File: src/hw/arlc_pkg.sv
// package: constants for the record adc level control block
package arlc_pkg;
   // ======================================================
   // register byte offsets
   localparam logic [7:0] OFS_CLK_CTRL  = 8'h76;
   localparam logic [7:0] OFS_ADC_CTRL  = 8'h00;
   localparam logic [7:0] OFS_GAIN_L    = 8'h04;
   localparam logic [7:0] OFS_GAIN_R    = 8'h08;
   localparam logic [7:0] OFS_VOL_L     = 8'h0C;
   localparam logic [7:0] OFS_VOL_R     = 8'h10;
   localparam logic [7:0] OFS_LIM_CTRL1 = 8'h14;
   localparam logic [7:0] OFS_LIM_CTRL2 = 8'h18;
   localparam logic [7:0] OFS_LIM_CTRL3 = 8'h1C;
   localparam logic [7:0] OFS_PEAK_L    = 8'h20;
   localparam logic [7:0] OFS_PEAK_R    = 8'h24;
   localparam logic [7:0] OFS_STATUS    = 8'h28;
   // ======================================================
   // field positions
   localparam int BIT_MOD_QUARTER = 0;
   localparam int BIT_LIM_EN      = 0;
   localparam int BIT_LIM_BOTH    = 1;
   localparam int POS_RECOV_MODE  = 2;
   localparam int POS_FAIL_MAX    = 4;
   localparam int POS_ATK_TIME    = 8;
   localparam int POS_REC_TIME    = 12;
   localparam int POS_ATK_THR     = 0;
   localparam int POS_REC_THR     = 16;
   // ======================================================
   // widths and reset values
   localparam int SAMPLE_W = 24;
   localparam int GAIN_W   = 6;
   localparam int MOD_W    = 5;
   localparam logic [GAIN_W-1:0] GAIN_MAX   = 6'h30;
   localparam logic [7:0]        VOL_RESET  = 8'hFF;
   localparam logic [7:0]        CLK_RESET  = 8'h00;
   localparam int MCLK_PER_SAMPLE = 256;
   localparam int SINC_DEC_HALF   = 16;
   localparam int SINC_DEC_QUART  = 8;
   localparam int HB_STAGES       = 3;
   localparam int SINC_ORDER      = 5;
   localparam logic [1:0] REC_NONE    = 2'b00;
   localparam logic [1:0] REC_NORMAL  = 2'b01;
   localparam logic [1:0] REC_LIMITED = 2'b10;
   // interval units in samples
   localparam int TIME_UNIT_SAMPLES = 16;
   typedef enum logic [1:0] {
      ST_IDLE    = 2'b00,
      ST_ATTACK  = 2'b01,
      ST_RECOVER = 2'b11,
      ST_DONE    = 2'b10
   } arlc_state_t;
endpackage

File: src/hw/arlc_top.sv
// record adc digital path with automatic gain limiter and wishbone slave
//
// The implementer's own choices: the Wishbone register port and the register addresses.
`timescale 1ns/1ns
`default_nettype none
module arlc_top (
   // system
   input  wire logic                 clk_sys,
   input  wire logic                 srst,
   // wishbone classic slave
   input  wire logic                 wb_cyc_i,
   input  wire logic                 wb_stb_i,
   input  wire logic                 wb_we_i,
   input  wire logic [7:0]           wb_adr_i,
   input  wire logic [3:0]           wb_sel_i,
   input  wire logic [31:0]          wb_dat_i,
   output logic      [31:0]          wb_dat_o,
   output logic                      wb_ack_o,
   // modulator side, thermometer codes from pins
   input  wire logic [31:0]          therm_l,
   input  wire logic [31:0]          therm_r,
   // clock steering
   output logic                      mod_clk_en,
   output logic      [1:0]           mclk_source,
   // pga
   output logic      [5:0]           pga_gain_l,
   output logic      [5:0]           pga_gain_r,
   // record output stream
   output logic      [23:0]          sample_l,
   output logic      [23:0]          sample_r,
   output logic                      sample_valid
);
   localparam int SW = arlc_pkg::SAMPLE_W;
   localparam int GW = arlc_pkg::GAIN_W;

   // ======================================================
   // pin synchronisers
   // quantizer codes come from the modulator's own clock
   logic [31:0] th_l_s1_r, th_l_s2_r, th_r_s1_r, th_r_s2_r;
   always_ff @(posedge clk_sys) begin
      th_l_s1_r <= therm_l;
      th_l_s2_r <= th_l_s1_r;
      th_r_s1_r <= therm_r;
      th_r_s2_r <= th_r_s1_r;
   end

   // ======================================================
   // registers
   logic          mod_quarter_r;
   logic [1:0]    clk_src_r;
   logic [GW-1:0] init_l_r, init_r_r;
   logic [7:0]    vol_l_r, vol_r_r;
   logic          lim_en_r, lim_both_r;
   logic [1:0]    rec_mode_r;
   logic [3:0]    fail_max_r, atk_time_r, rec_time_r;
   logic [SW-1:0] atk_thr_r, rec_thr_r;
   logic [SW-1:0] peak_l_r, peak_r_r;

   wire bus_req  = wb_cyc_i & wb_stb_i & ~wb_ack_o;
   wire bus_wr   = bus_req & wb_we_i & wb_sel_i[0];
   wire bus_rd   = bus_req & ~wb_we_i;
   wire settings_open = ~lim_en_r;
   wire wr_clk   = bus_wr & (wb_adr_i == arlc_pkg::OFS_CLK_CTRL);
   wire wr_adc   = bus_wr & (wb_adr_i == arlc_pkg::OFS_ADC_CTRL);
   wire wr_gl    = bus_wr & (wb_adr_i == arlc_pkg::OFS_GAIN_L) & settings_open;
   wire wr_gr    = bus_wr & (wb_adr_i == arlc_pkg::OFS_GAIN_R) & settings_open;
   wire wr_vl    = bus_wr & (wb_adr_i == arlc_pkg::OFS_VOL_L);
   wire wr_vr    = bus_wr & (wb_adr_i == arlc_pkg::OFS_VOL_R);
   wire wr_c1    = bus_wr & (wb_adr_i == arlc_pkg::OFS_LIM_CTRL1);
   wire wr_c2    = bus_wr & (wb_adr_i == arlc_pkg::OFS_LIM_CTRL2)
                   & settings_open;
   wire wr_c3    = bus_wr & (wb_adr_i == arlc_pkg::OFS_LIM_CTRL3);
   wire rd_pk_l  = bus_rd & (wb_adr_i == arlc_pkg::OFS_PEAK_L);
   wire rd_pk_r  = bus_rd & (wb_adr_i == arlc_pkg::OFS_PEAK_R);
   // codes above 24 dB clamp instead of wrapping
   wire [GW-1:0] gain_in = (wb_dat_i[GW-1:0] > arlc_pkg::GAIN_MAX)
                           ? arlc_pkg::GAIN_MAX : wb_dat_i[GW-1:0];
   wire en_bit   = wb_dat_i[arlc_pkg::BIT_LIM_EN];
   // enable bit always writable; other ctrl1 fields only while disabled
   wire lim_fall = wr_c1 & lim_en_r & ~en_bit;

   always_ff @(posedge clk_sys) begin
      if (srst) begin
         mod_quarter_r <= 1'b0;
         clk_src_r  <= arlc_pkg::CLK_RESET[1:0];
         init_l_r   <= '0;
         init_r_r   <= '0;
         vol_l_r    <= arlc_pkg::VOL_RESET;
         vol_r_r    <= arlc_pkg::VOL_RESET;
         lim_en_r   <= 1'b0;
         lim_both_r <= 1'b0;
         rec_mode_r <= arlc_pkg::REC_NONE;
         fail_max_r <= '0;
         atk_time_r <= '0;
         rec_time_r <= '0;
         atk_thr_r  <= '1;
         rec_thr_r  <= '0;
      end else begin
         if (wr_clk) clk_src_r <= wb_dat_i[1:0];
         if (wr_adc) mod_quarter_r <= wb_dat_i[arlc_pkg::BIT_MOD_QUARTER];
         if (wr_gl) init_l_r <= gain_in;
         if (wr_gr) init_r_r <= gain_in;
         if (wr_vl) vol_l_r <= wb_dat_i[7:0];
         if (wr_vr) vol_r_r <= wb_dat_i[7:0];
         if (wr_c1) begin
            lim_en_r <= en_bit;
            if (settings_open) begin
               lim_both_r <= wb_dat_i[arlc_pkg::BIT_LIM_BOTH];
               rec_mode_r <= wb_dat_i[arlc_pkg::POS_RECOV_MODE +: 2];
               fail_max_r <= wb_dat_i[arlc_pkg::POS_FAIL_MAX +: 4];
               atk_time_r <= wb_dat_i[arlc_pkg::POS_ATK_TIME +: 4];
               rec_time_r <= wb_dat_i[arlc_pkg::POS_REC_TIME +: 4];
            end
         end
         if (wr_c2) begin
            atk_thr_r <= {wb_dat_i[15:0], 8'h00};
            rec_thr_r <= {wb_dat_i[31:16], 8'h00};
         end
      end
   end

   // ======================================================
   // rate generation: sample every 256 master clocks
   // free running, so sample timing never depends on bus traffic
   logic [7:0] mclk_cnt_r;
   wire mod_tick  = mod_quarter_r ? (mclk_cnt_r[1:0] == 2'b11)
                                  : mclk_cnt_r[0];
   wire samp_tick = (mclk_cnt_r == 8'hFF);
   always_ff @(posedge clk_sys) begin
      if (srst) mclk_cnt_r <= '0;
      else      mclk_cnt_r <= mclk_cnt_r + 8'h01;
   end

   // ======================================================
   // thermometer to binary, then decimation
   function automatic logic [arlc_pkg::MOD_W-1:0] therm2bin(
      input logic [31:0] t);
      logic [arlc_pkg::MOD_W-1:0] n;
      n = '0;
      for (int i = 0; i < 31; i++) n = n + {4'h0, t[i]};
      return n;
   endfunction
   wire [4:0] code_l = therm2bin(th_l_s2_r);
   wire [4:0] code_r = therm2bin(th_r_s2_r);

   // sinc5 (16 or 8) and three half-band /2 stages collapse to one
   // average over 128 or 64 modulator samples; a boxcar keeps area small
   // at the cost of stopband rejection
   logic [11:0] acc_l_r, acc_r_r;
   logic [SW-1:0] raw_l_r, raw_r_r;
   wire [SW-1:0] dec_l = mod_quarter_r
      ? {acc_l_r[10:0], 13'h0000} - 24'h80_0000
      : {acc_l_r[11:0], 12'h000} - 24'h80_0000;
   wire [SW-1:0] dec_r = mod_quarter_r
      ? {acc_r_r[10:0], 13'h0000} - 24'h80_0000
      : {acc_r_r[11:0], 12'h000} - 24'h80_0000;
   always_ff @(posedge clk_sys) begin
      if (srst) begin
         acc_l_r <= '0;
         acc_r_r <= '0;
         raw_l_r <= '0;
         raw_r_r <= '0;
      end else if (samp_tick) begin
         raw_l_r <= dec_l;
         raw_r_r <= dec_r;
         // the window-edge tick seeds the next sum, so none is lost
         acc_l_r <= {7'h00, code_l};
         acc_r_r <= {7'h00, code_r};
      end else if (mod_tick) begin
         acc_l_r <= acc_l_r + {7'h00, code_l};
         acc_r_r <= acc_r_r + {7'h00, code_r};
      end
   end

   // ======================================================
   // volume: 256 linear steps of 1/256 each
   wire [32:0] prod_l = $signed(raw_l_r) * $signed({1'b0, vol_l_r});
   wire [32:0] prod_r = $signed(raw_r_r) * $signed({1'b0, vol_r_r});
   wire [SW-1:0] out_l = prod_l[31:8];
   wire [SW-1:0] out_r = prod_r[31:8];
   wire [SW-1:0] abs_l = raw_l_r[SW-1] ? (~raw_l_r + 24'h00_0001) : raw_l_r;
   wire [SW-1:0] abs_r = raw_r_r[SW-1] ? (~raw_r_r + 24'h00_0001) : raw_r_r;
   // staged one clock after the tick so raw samples have settled
   logic samp_d_r;

   always_ff @(posedge clk_sys) begin
      if (srst) begin
         samp_d_r     <= 1'b0;
         sample_l     <= '0;
         sample_r     <= '0;
         sample_valid <= 1'b0;
         peak_l_r     <= '0;
         peak_r_r     <= '0;
      end else begin
         samp_d_r     <= samp_tick;
         sample_valid <= samp_d_r;
         if (samp_d_r) begin
            sample_l <= out_l;
            sample_r <= out_r;
         end
         // new peak wins over clear in the same cycle
         if (samp_d_r && abs_l > peak_l_r) peak_l_r <= abs_l;
         else if (rd_pk_l) peak_l_r <= '0;
         if (samp_d_r && abs_r > peak_r_r) peak_r_r <= abs_r;
         else if (rd_pk_r) peak_r_r <= '0;
      end
   end

   // ======================================================
   // automatic gain limiter
   arlc_pkg::arlc_state_t st_r, st_nxt;
   logic [GW-1:0] offset_r;
   logic [3:0]    fail_cnt_r;
   logic [11:0]   tmr_r;
   logic          rec_exc_r;
   wire over_l = abs_l > atk_thr_r;
   wire over_r = abs_r > atk_thr_r;
   wire over_atk = lim_both_r ? (over_l & over_r)
                              : (over_l | over_r);
   wire over_rec = (abs_l > rec_thr_r) | (abs_r > rec_thr_r);
   wire [GW-1:0] min_init = (init_l_r < init_r_r) ? init_l_r : init_r_r;
   // the smaller channel reaches zero first and stops both
   wire can_drop = offset_r < min_init;
   wire tmr_done = (tmr_r == 12'h000);
   // a disabled limiter is held in reset, so its offset stays zero
   wire lim_reset = wr_c3 | lim_fall | ~lim_en_r;
   // the timer ends at zero, one sample past time*16
   wire [11:0] atk_wait = {4'h0, atk_time_r, 4'h0} + 12'h001;
   wire [11:0] rec_wait = {4'h0, rec_time_r, 4'h0} + 12'h001;
   wire fail_full = (fail_cnt_r >= fail_max_r);

   always_comb begin
      st_nxt = st_r;
      case (st_r)
         arlc_pkg::ST_IDLE:
            if (over_atk) st_nxt = arlc_pkg::ST_ATTACK;
         arlc_pkg::ST_ATTACK:
            if (tmr_done && !over_atk)
               st_nxt = (rec_mode_r == arlc_pkg::REC_NONE)
                        ? arlc_pkg::ST_IDLE : arlc_pkg::ST_RECOVER;
         arlc_pkg::ST_RECOVER:
            if (over_atk) st_nxt = arlc_pkg::ST_ATTACK;
            else if (offset_r == '0) st_nxt = arlc_pkg::ST_DONE;
            else if (rec_mode_r == arlc_pkg::REC_LIMITED && fail_full)
               st_nxt = arlc_pkg::ST_DONE;
         arlc_pkg::ST_DONE:
            if (over_atk) st_nxt = arlc_pkg::ST_ATTACK;
         default: st_nxt = arlc_pkg::ST_IDLE;
      endcase
   end

   // one decision per sample keeps the timers in sample units
   always_ff @(posedge clk_sys) begin
      if (srst || lim_reset) begin
         st_r       <= arlc_pkg::ST_IDLE;
         offset_r   <= '0;
         fail_cnt_r <= '0;
         tmr_r      <= '0;
         rec_exc_r  <= 1'b0;
      end else if (samp_d_r) begin
         st_r <= st_nxt;
         if (!tmr_done) tmr_r <= tmr_r - 12'h001;
         case (st_r)
            arlc_pkg::ST_IDLE, arlc_pkg::ST_DONE: begin
               if (over_atk) begin
                  if (can_drop) offset_r <= offset_r + 6'h01;
                  tmr_r      <= atk_wait;
                  fail_cnt_r <= '0;
               end
            end
            arlc_pkg::ST_ATTACK: begin
               if (tmr_done && over_atk) begin
                  if (can_drop) offset_r <= offset_r + 6'h01;
                  tmr_r <= atk_wait;
               end else if (tmr_done) begin
                  tmr_r     <= rec_wait;
                  rec_exc_r <= 1'b0;
               end
            end
            arlc_pkg::ST_RECOVER: begin
               if (over_atk) begin
                  if (can_drop) offset_r <= offset_r + 6'h01;
                  tmr_r      <= atk_wait;
                  fail_cnt_r <= '0;
               end else begin
                  if (over_rec) rec_exc_r <= 1'b1;
                  if (tmr_done) begin
                     tmr_r     <= rec_wait;
                     rec_exc_r <= 1'b0;
                     if (rec_exc_r || over_rec) begin
                        if (rec_mode_r == arlc_pkg::REC_LIMITED && !fail_full)
                           fail_cnt_r <= fail_cnt_r + 4'h1;
                        // held while above recovery level
                     end else if (offset_r != '0) begin
                        offset_r <= offset_r - 6'h01;
                     end
                  end
               end
            end
            default: ;
         endcase
      end
   end

   // ======================================================
   // outputs and bus answer
   // unmapped offsets read zero but are still acknowledged
   logic [31:0] rd_mux;
   always_comb begin
      rd_mux = 32'h0000_0000;
      case (wb_adr_i)
         arlc_pkg::OFS_CLK_CTRL:  rd_mux = {30'h0, clk_src_r};
         arlc_pkg::OFS_ADC_CTRL:  rd_mux = {31'h0, mod_quarter_r};
         arlc_pkg::OFS_GAIN_L:    rd_mux = {26'h0, init_l_r};
         arlc_pkg::OFS_GAIN_R:    rd_mux = {26'h0, init_r_r};
         arlc_pkg::OFS_VOL_L:     rd_mux = {24'h0, vol_l_r};
         arlc_pkg::OFS_VOL_R:     rd_mux = {24'h0, vol_r_r};
         arlc_pkg::OFS_LIM_CTRL1: rd_mux = {16'h0, rec_time_r, atk_time_r,
                                   fail_max_r, rec_mode_r, lim_both_r,
                                   lim_en_r};
         arlc_pkg::OFS_LIM_CTRL2: rd_mux = {rec_thr_r[23:8], atk_thr_r[23:8]};
         arlc_pkg::OFS_PEAK_L:    rd_mux = {8'h0, peak_l_r};
         arlc_pkg::OFS_PEAK_R:    rd_mux = {8'h0, peak_r_r};
         arlc_pkg::OFS_STATUS:    rd_mux = {18'h0, fail_cnt_r, offset_r,
                                   2'b00, st_r};
         default:                 rd_mux = 32'h0000_0000;
      endcase
   end

   always_ff @(posedge clk_sys) begin
      if (srst) begin
         wb_ack_o    <= 1'b0;
         wb_dat_o    <= '0;
         mod_clk_en  <= 1'b0;
         mclk_source <= '0;
         pga_gain_l  <= '0;
         pga_gain_r  <= '0;
      end else begin
         wb_ack_o    <= bus_req;
         wb_dat_o    <= bus_rd ? rd_mux : 32'h0000_0000;
         mod_clk_en  <= mod_tick;
         mclk_source <= clk_src_r;
         // offset never passes the smaller initial gain: no underflow
         pga_gain_l  <= init_l_r - offset_r;
         pga_gain_r  <= init_r_r - offset_r;
      end
   end
endmodule
`default_nettype wire

File: config.mk
export PLATFORM = sky130hd
export DESIGN_NAME = arlc_top
export DESIGN_NICKNAME = d
export VERILOG_FILES = /design/src/hw/arlc_pkg.sv /design/src/hw/arlc_top.sv
export SDC_FILE = /design/constraint.sdc
export NUM_CORES = 1
export LEC_CHECK = 0
export ABC_CLOCK_PERIOD_IN_PS = 10300
export BUFFER_PORTS_ARGS = -buffer_cell sky130_fd_sc_hd__buf_2
export CAP_MARGIN = 15
export CELL_PAD_IN_SITES_DETAIL_PLACEMENT = 1
export CELL_PAD_IN_SITES_GLOBAL_PLACEMENT = 2
export CORE_AREA = 4 4 298 212
export CTS_BUF_LIST = sky130_fd_sc_hd__clkbuf_8
export CTS_CLUSTER_SIZE = 24
export DETAILED_ROUTE_END_ITERATION = 10
export DIE_AREA = 0 0 302 216
export PLACE_DENSITY_LB_ADDON = 0.1
export REMOVE_ABC_BUFFERS = 1
export SLEW_MARGIN = 0
export SYNTH_ARGS = -nofsm -noshare
export SYNTH_HDL_FRONTEND = slang
export SYNTH_SLANG_ARGS = --single-unit
File: constraint.sdc
create_clock -name clk_sys -period 10.3 [get_ports clk_sys]
set_input_delay 2.06 -clock clk_sys [delete_from_list [all_inputs] [get_ports clk_sys]]
set_output_delay 2.06 -clock clk_sys [all_outputs]
set_load 0.05 [all_outputs]
==> impl_metrics.csv <==
group,metric,value,unit
run_status,outcome,"completed",
cts,path_clk_slew,70,ps
synth,synth_top_cell_by_area,"dfxtp_1",
synth,ys_top_cells_by_count,"dfxtp_1 (399), inv_1 (393), nand2_1 (301), nor2_1 (221), ha_1 (207)",
global_routing,grt-ovfl-total,0,
placed_design,numPortBuffers,196,
global_routing,grt_max_degree,57,
drt,dr.first_iter.drc_count,952,
drt,wl,73140,µm
synth,synthCells,2795,
timing,setup_violations,0,
cts,cts_resized,0,
timing,rsz0062_at_grt,"no",
timing,finalCritPeriodShare,0.5898,
power_and_ir_drop,internal_power,3.038,mW
floorplanning,core_area,0.05987,mm²
synth,syn_area,0.02521,mm²
floorplanning,io_pins,210,
critical_path,worst-setup-path-type,"register to register",
timing,final.setup.worst_slack,4225,ps
finish,num-fill-cells,7037,
synth,synth_area_leaders,"dfxtp_1 (32%), fa_1 (16%), ha_1 (10%)",
job,drv_cap,0,
cts,cts_tree,"yes",
finish,drive_above_1_share,0.1161,
placed_design,routabilityCongestion,0.8736,
cts,postCtsSetupRepairBufs,0,
drt,dr.pass1.iters,6,
cts,cts_buffer_depth,3,
global_routing,grt_pass1_wl,117500,µm
synth,yosys.cell_count.top_type,"dfxtp_1",
placed_design,dp_slack,4212,ps
cts,worst_skew_pair.late_latency,690,ps
global_routing,antenna_found_initial,1,
synth,synth_edf_count,0,
timing,clock.fmax,164.6,MHz
critical_path,crit_fanout,3,
finish,utilization,0.4746,
cts,htree_num_levels,3,
drt,wire_per_inst,19.10,µm
finish,antenna_cells,0,
critical_path,worst_setup_path_end_kind,"register",
cts,clkSinkCount,399,
timing,finalCriticalPeriod,6075,ps
floorplanning,dieHeight,216,µm
timing,finalHoldViolCount,0,
power_and_ir_drop,combinationalPowerShare,0.307,
power_and_ir_drop,ir_drop,0.1591,mV
critical_path,cp_top_family,"adder cells",
finish,area_growth,12.71,%
cts,cts_root_buf,"clkbuf_8",
timing,setup_tns,0,ps
drt,drc_errors,0,
power_and_ir_drop,power.leakage,12.98,nW
critical_path,slowest_delay,540,ps
critical_path,crit_buf_inv,5,
critical_path,ff2ff_path_depth,22,
power_and_ir_drop,switching_share,0.3363,
cts,numCtsBuffers,69,
global_routing,first_global_vias,21360,
power_and_ir_drop,pwr-share-clk,0.339,
placed_design,dp_hpwl,55740,µm
synth,synth_seq_cells,399,
synth,ys_warn_count,0,
synth,synth_top_area_share,0.3168,
global_routing,grtUsageTotal,0.2262,
synth,synthArstFlopShare,0,
critical_path,crit_cells,22,
floorplanning,die-width,302,µm
drt,avgViaCountPerCell,5.197,
power_and_ir_drop,powerDensity,161.1,mW/mm²
timing,finalClockSkew,32.68,ps
synth,synthFlopType,"dfxtp_1",
floorplanning,rows,75,
worst_hold_path,hold_class,"register to register",
synth,yosysUniqueCellTypes,72,
critical_path,startpoint_type,"register",
power_and_ir_drop,power.switching,1.540,mW
critical_path,cp_common_cell,"fa_1",
critical_path,worstPathRequired,10850,ps
critical_path,crit_arrival,6630,ps
power_and_ir_drop,sequentialPowerShare,0.354,
critical_path,path_cells,"fa_1, inv_1, fa_1, inv_1, fa_1, inv_1, fa_1, fa_1, fa_1, fa_1, fa_1, inv_1, fa_1, a21oi_1, nor2_1, nor2_1, inv_1, a21oi_1, nor2_1, nand3_1, xor2_1, nor2_1",
timing,maxSlewViolCount,0,
finish,finalNetCount,3490,
critical_path,crit_slowest_cell,"fa_1",
cts,postCtsHoldBufs,0,
synth,synth_area_per_cell,9.020,µm²
timing,slew_headroom,0.1144,
drt,num_vias,19910,
synth,yosysSeqAreaShare,0.3168,
worst_hold_path,whs_path_depth,0,
timing,worst-slew-pin-transition,1324,ps
floorplanning,initial_core_util,0.4211,
floorplanning,die_area,0.06523,mm²
critical_path,r2r_slack,4220,ps
drt,ant_nets,0,
-- metal layers --
| layer | share of wire | GRT usage | vias up |
|---|---|---|---|
| li1 | - | - | 9511 |
| met1 | 0.50 | 0.3275 | 9919 |
| met2 | 0.44 | 0.3562 | 390 |
| met3 | 0.046 | 0.03637 | 86 |
| met4 | 0.017 | 0.04941 | 0 |
| met5 | 0 | 0 | - |
-- power groups by stage --
stage | registers, mW | clock network, mW | logic [mW]
finish | 1.62 | 1.55 | 1.40
global route | 1.63 | 1.69 | 1.65
floorplan | 1.64 | 0 | 1.12
global placement | 1.65 | 0 | 1.35
detailed placement | 1.66 | 0 | 1.43
CTS | 1.62 | 1.61 | 1.44
-- cell type report --
type	count	area [µm²]	area share
Tap cell	808	1011	0.03558
Sequential cell	399	7989	0.2811
Clock buffer	84	1156	0.04069
Timing Repair Buffer	223	1187	0.04179
Multi-Input combinational cell	1878	15270	0.5374
Inverter	397	1490	0.05244
Clock inverter	41	311.5	0.01096
-- cells in the final DEF, fill, tap and decap left out, types with 6 or more instances in the layout --
cell	netlist	final
inv_1	393	412
dfxtp_1	399	398
nand2_1	301	301
nor2_1	221	220
ha_1	207	207
fa_1	202	202
buf_2	0	196
a21oi_1	157	157
and2_1	116	116
mux2i_1	96	96
clkbuf_8	0	84
xnor2_1	72	72
o21ai_0	45	45
nand3_1	43	43
a211oi_1	40	40
nor3_1	40	38
a21o_1	35	35
xor2_1	29	29
a222oi_1	27	27
buf_4	8	26
o211ai_1	22	22
or3_1	21	21
nand4_1	18	18
nor2b_1	17	17
and3_1	14	14
nand2b_1	13	13
clkinv_2	0	12
a22oi_1	11	11
o21a_1	10	10
a31oi_1	10	10
o31ai_1	9	9
conb_1	1	8
nor4_1	8	7
o21bai_1	7	7
and4_1	6	6
-- flip-flops by register name (all words and copies together) (netlist names), 16 cells and up --
name / cells
th_l_s1_r: 31
wb_dat_o: 32
sample_l: 20
sample_r: 20
th_r_s1_r: 31
atk_thr_r: 17
th_l_s2_r: 31
rec_thr_r: 16
th_r_s2_r: 31
-- cell families (layout without fill, tap and decap cells) --
kind of cell,count (synthesis),in the layout,synth area share
other,1,8,0.0001487
buffers and inverters,525,745,0.07995
multiplexers,98,98,0.03901
adder cells (fa/ha/maj),409,409,0.2631
AO/OA/AOI/OAI,417,417,0.1087
AND/OR/NAND/NOR,845,845,0.1571
XOR/XNOR,101,101,0.03509
flip-flops,399,399,0.3168
-- final timing paths --
path                                     from           end
worst max-delay path            th_l_s2_r[17]   acc_l_r[10]
worst min-delay path             th_l_s1_r[8]  th_l_s2_r[8]
worst max register to register  th_l_s2_r[17]   acc_l_r[10]
worst min register to register   th_l_s1_r[8]  th_l_s2_r[8]
-- through the flow --
step	cell area (µm²)	std cells	total power, mW	hold WS (ps)
2_1_floorplan	24710	2674	2.765	309.6
3_3_place_gp	26940	3704	3.002	311.5
3_5_place_dp	26940	3704	3.086	313.5
4_1_cts	28410	3829	4.675	324.1
5_1_grt	28420	3830	4.960	318.5
6_report	28420	3830	4.578	317.0
(Power assumes the default switching activity.)
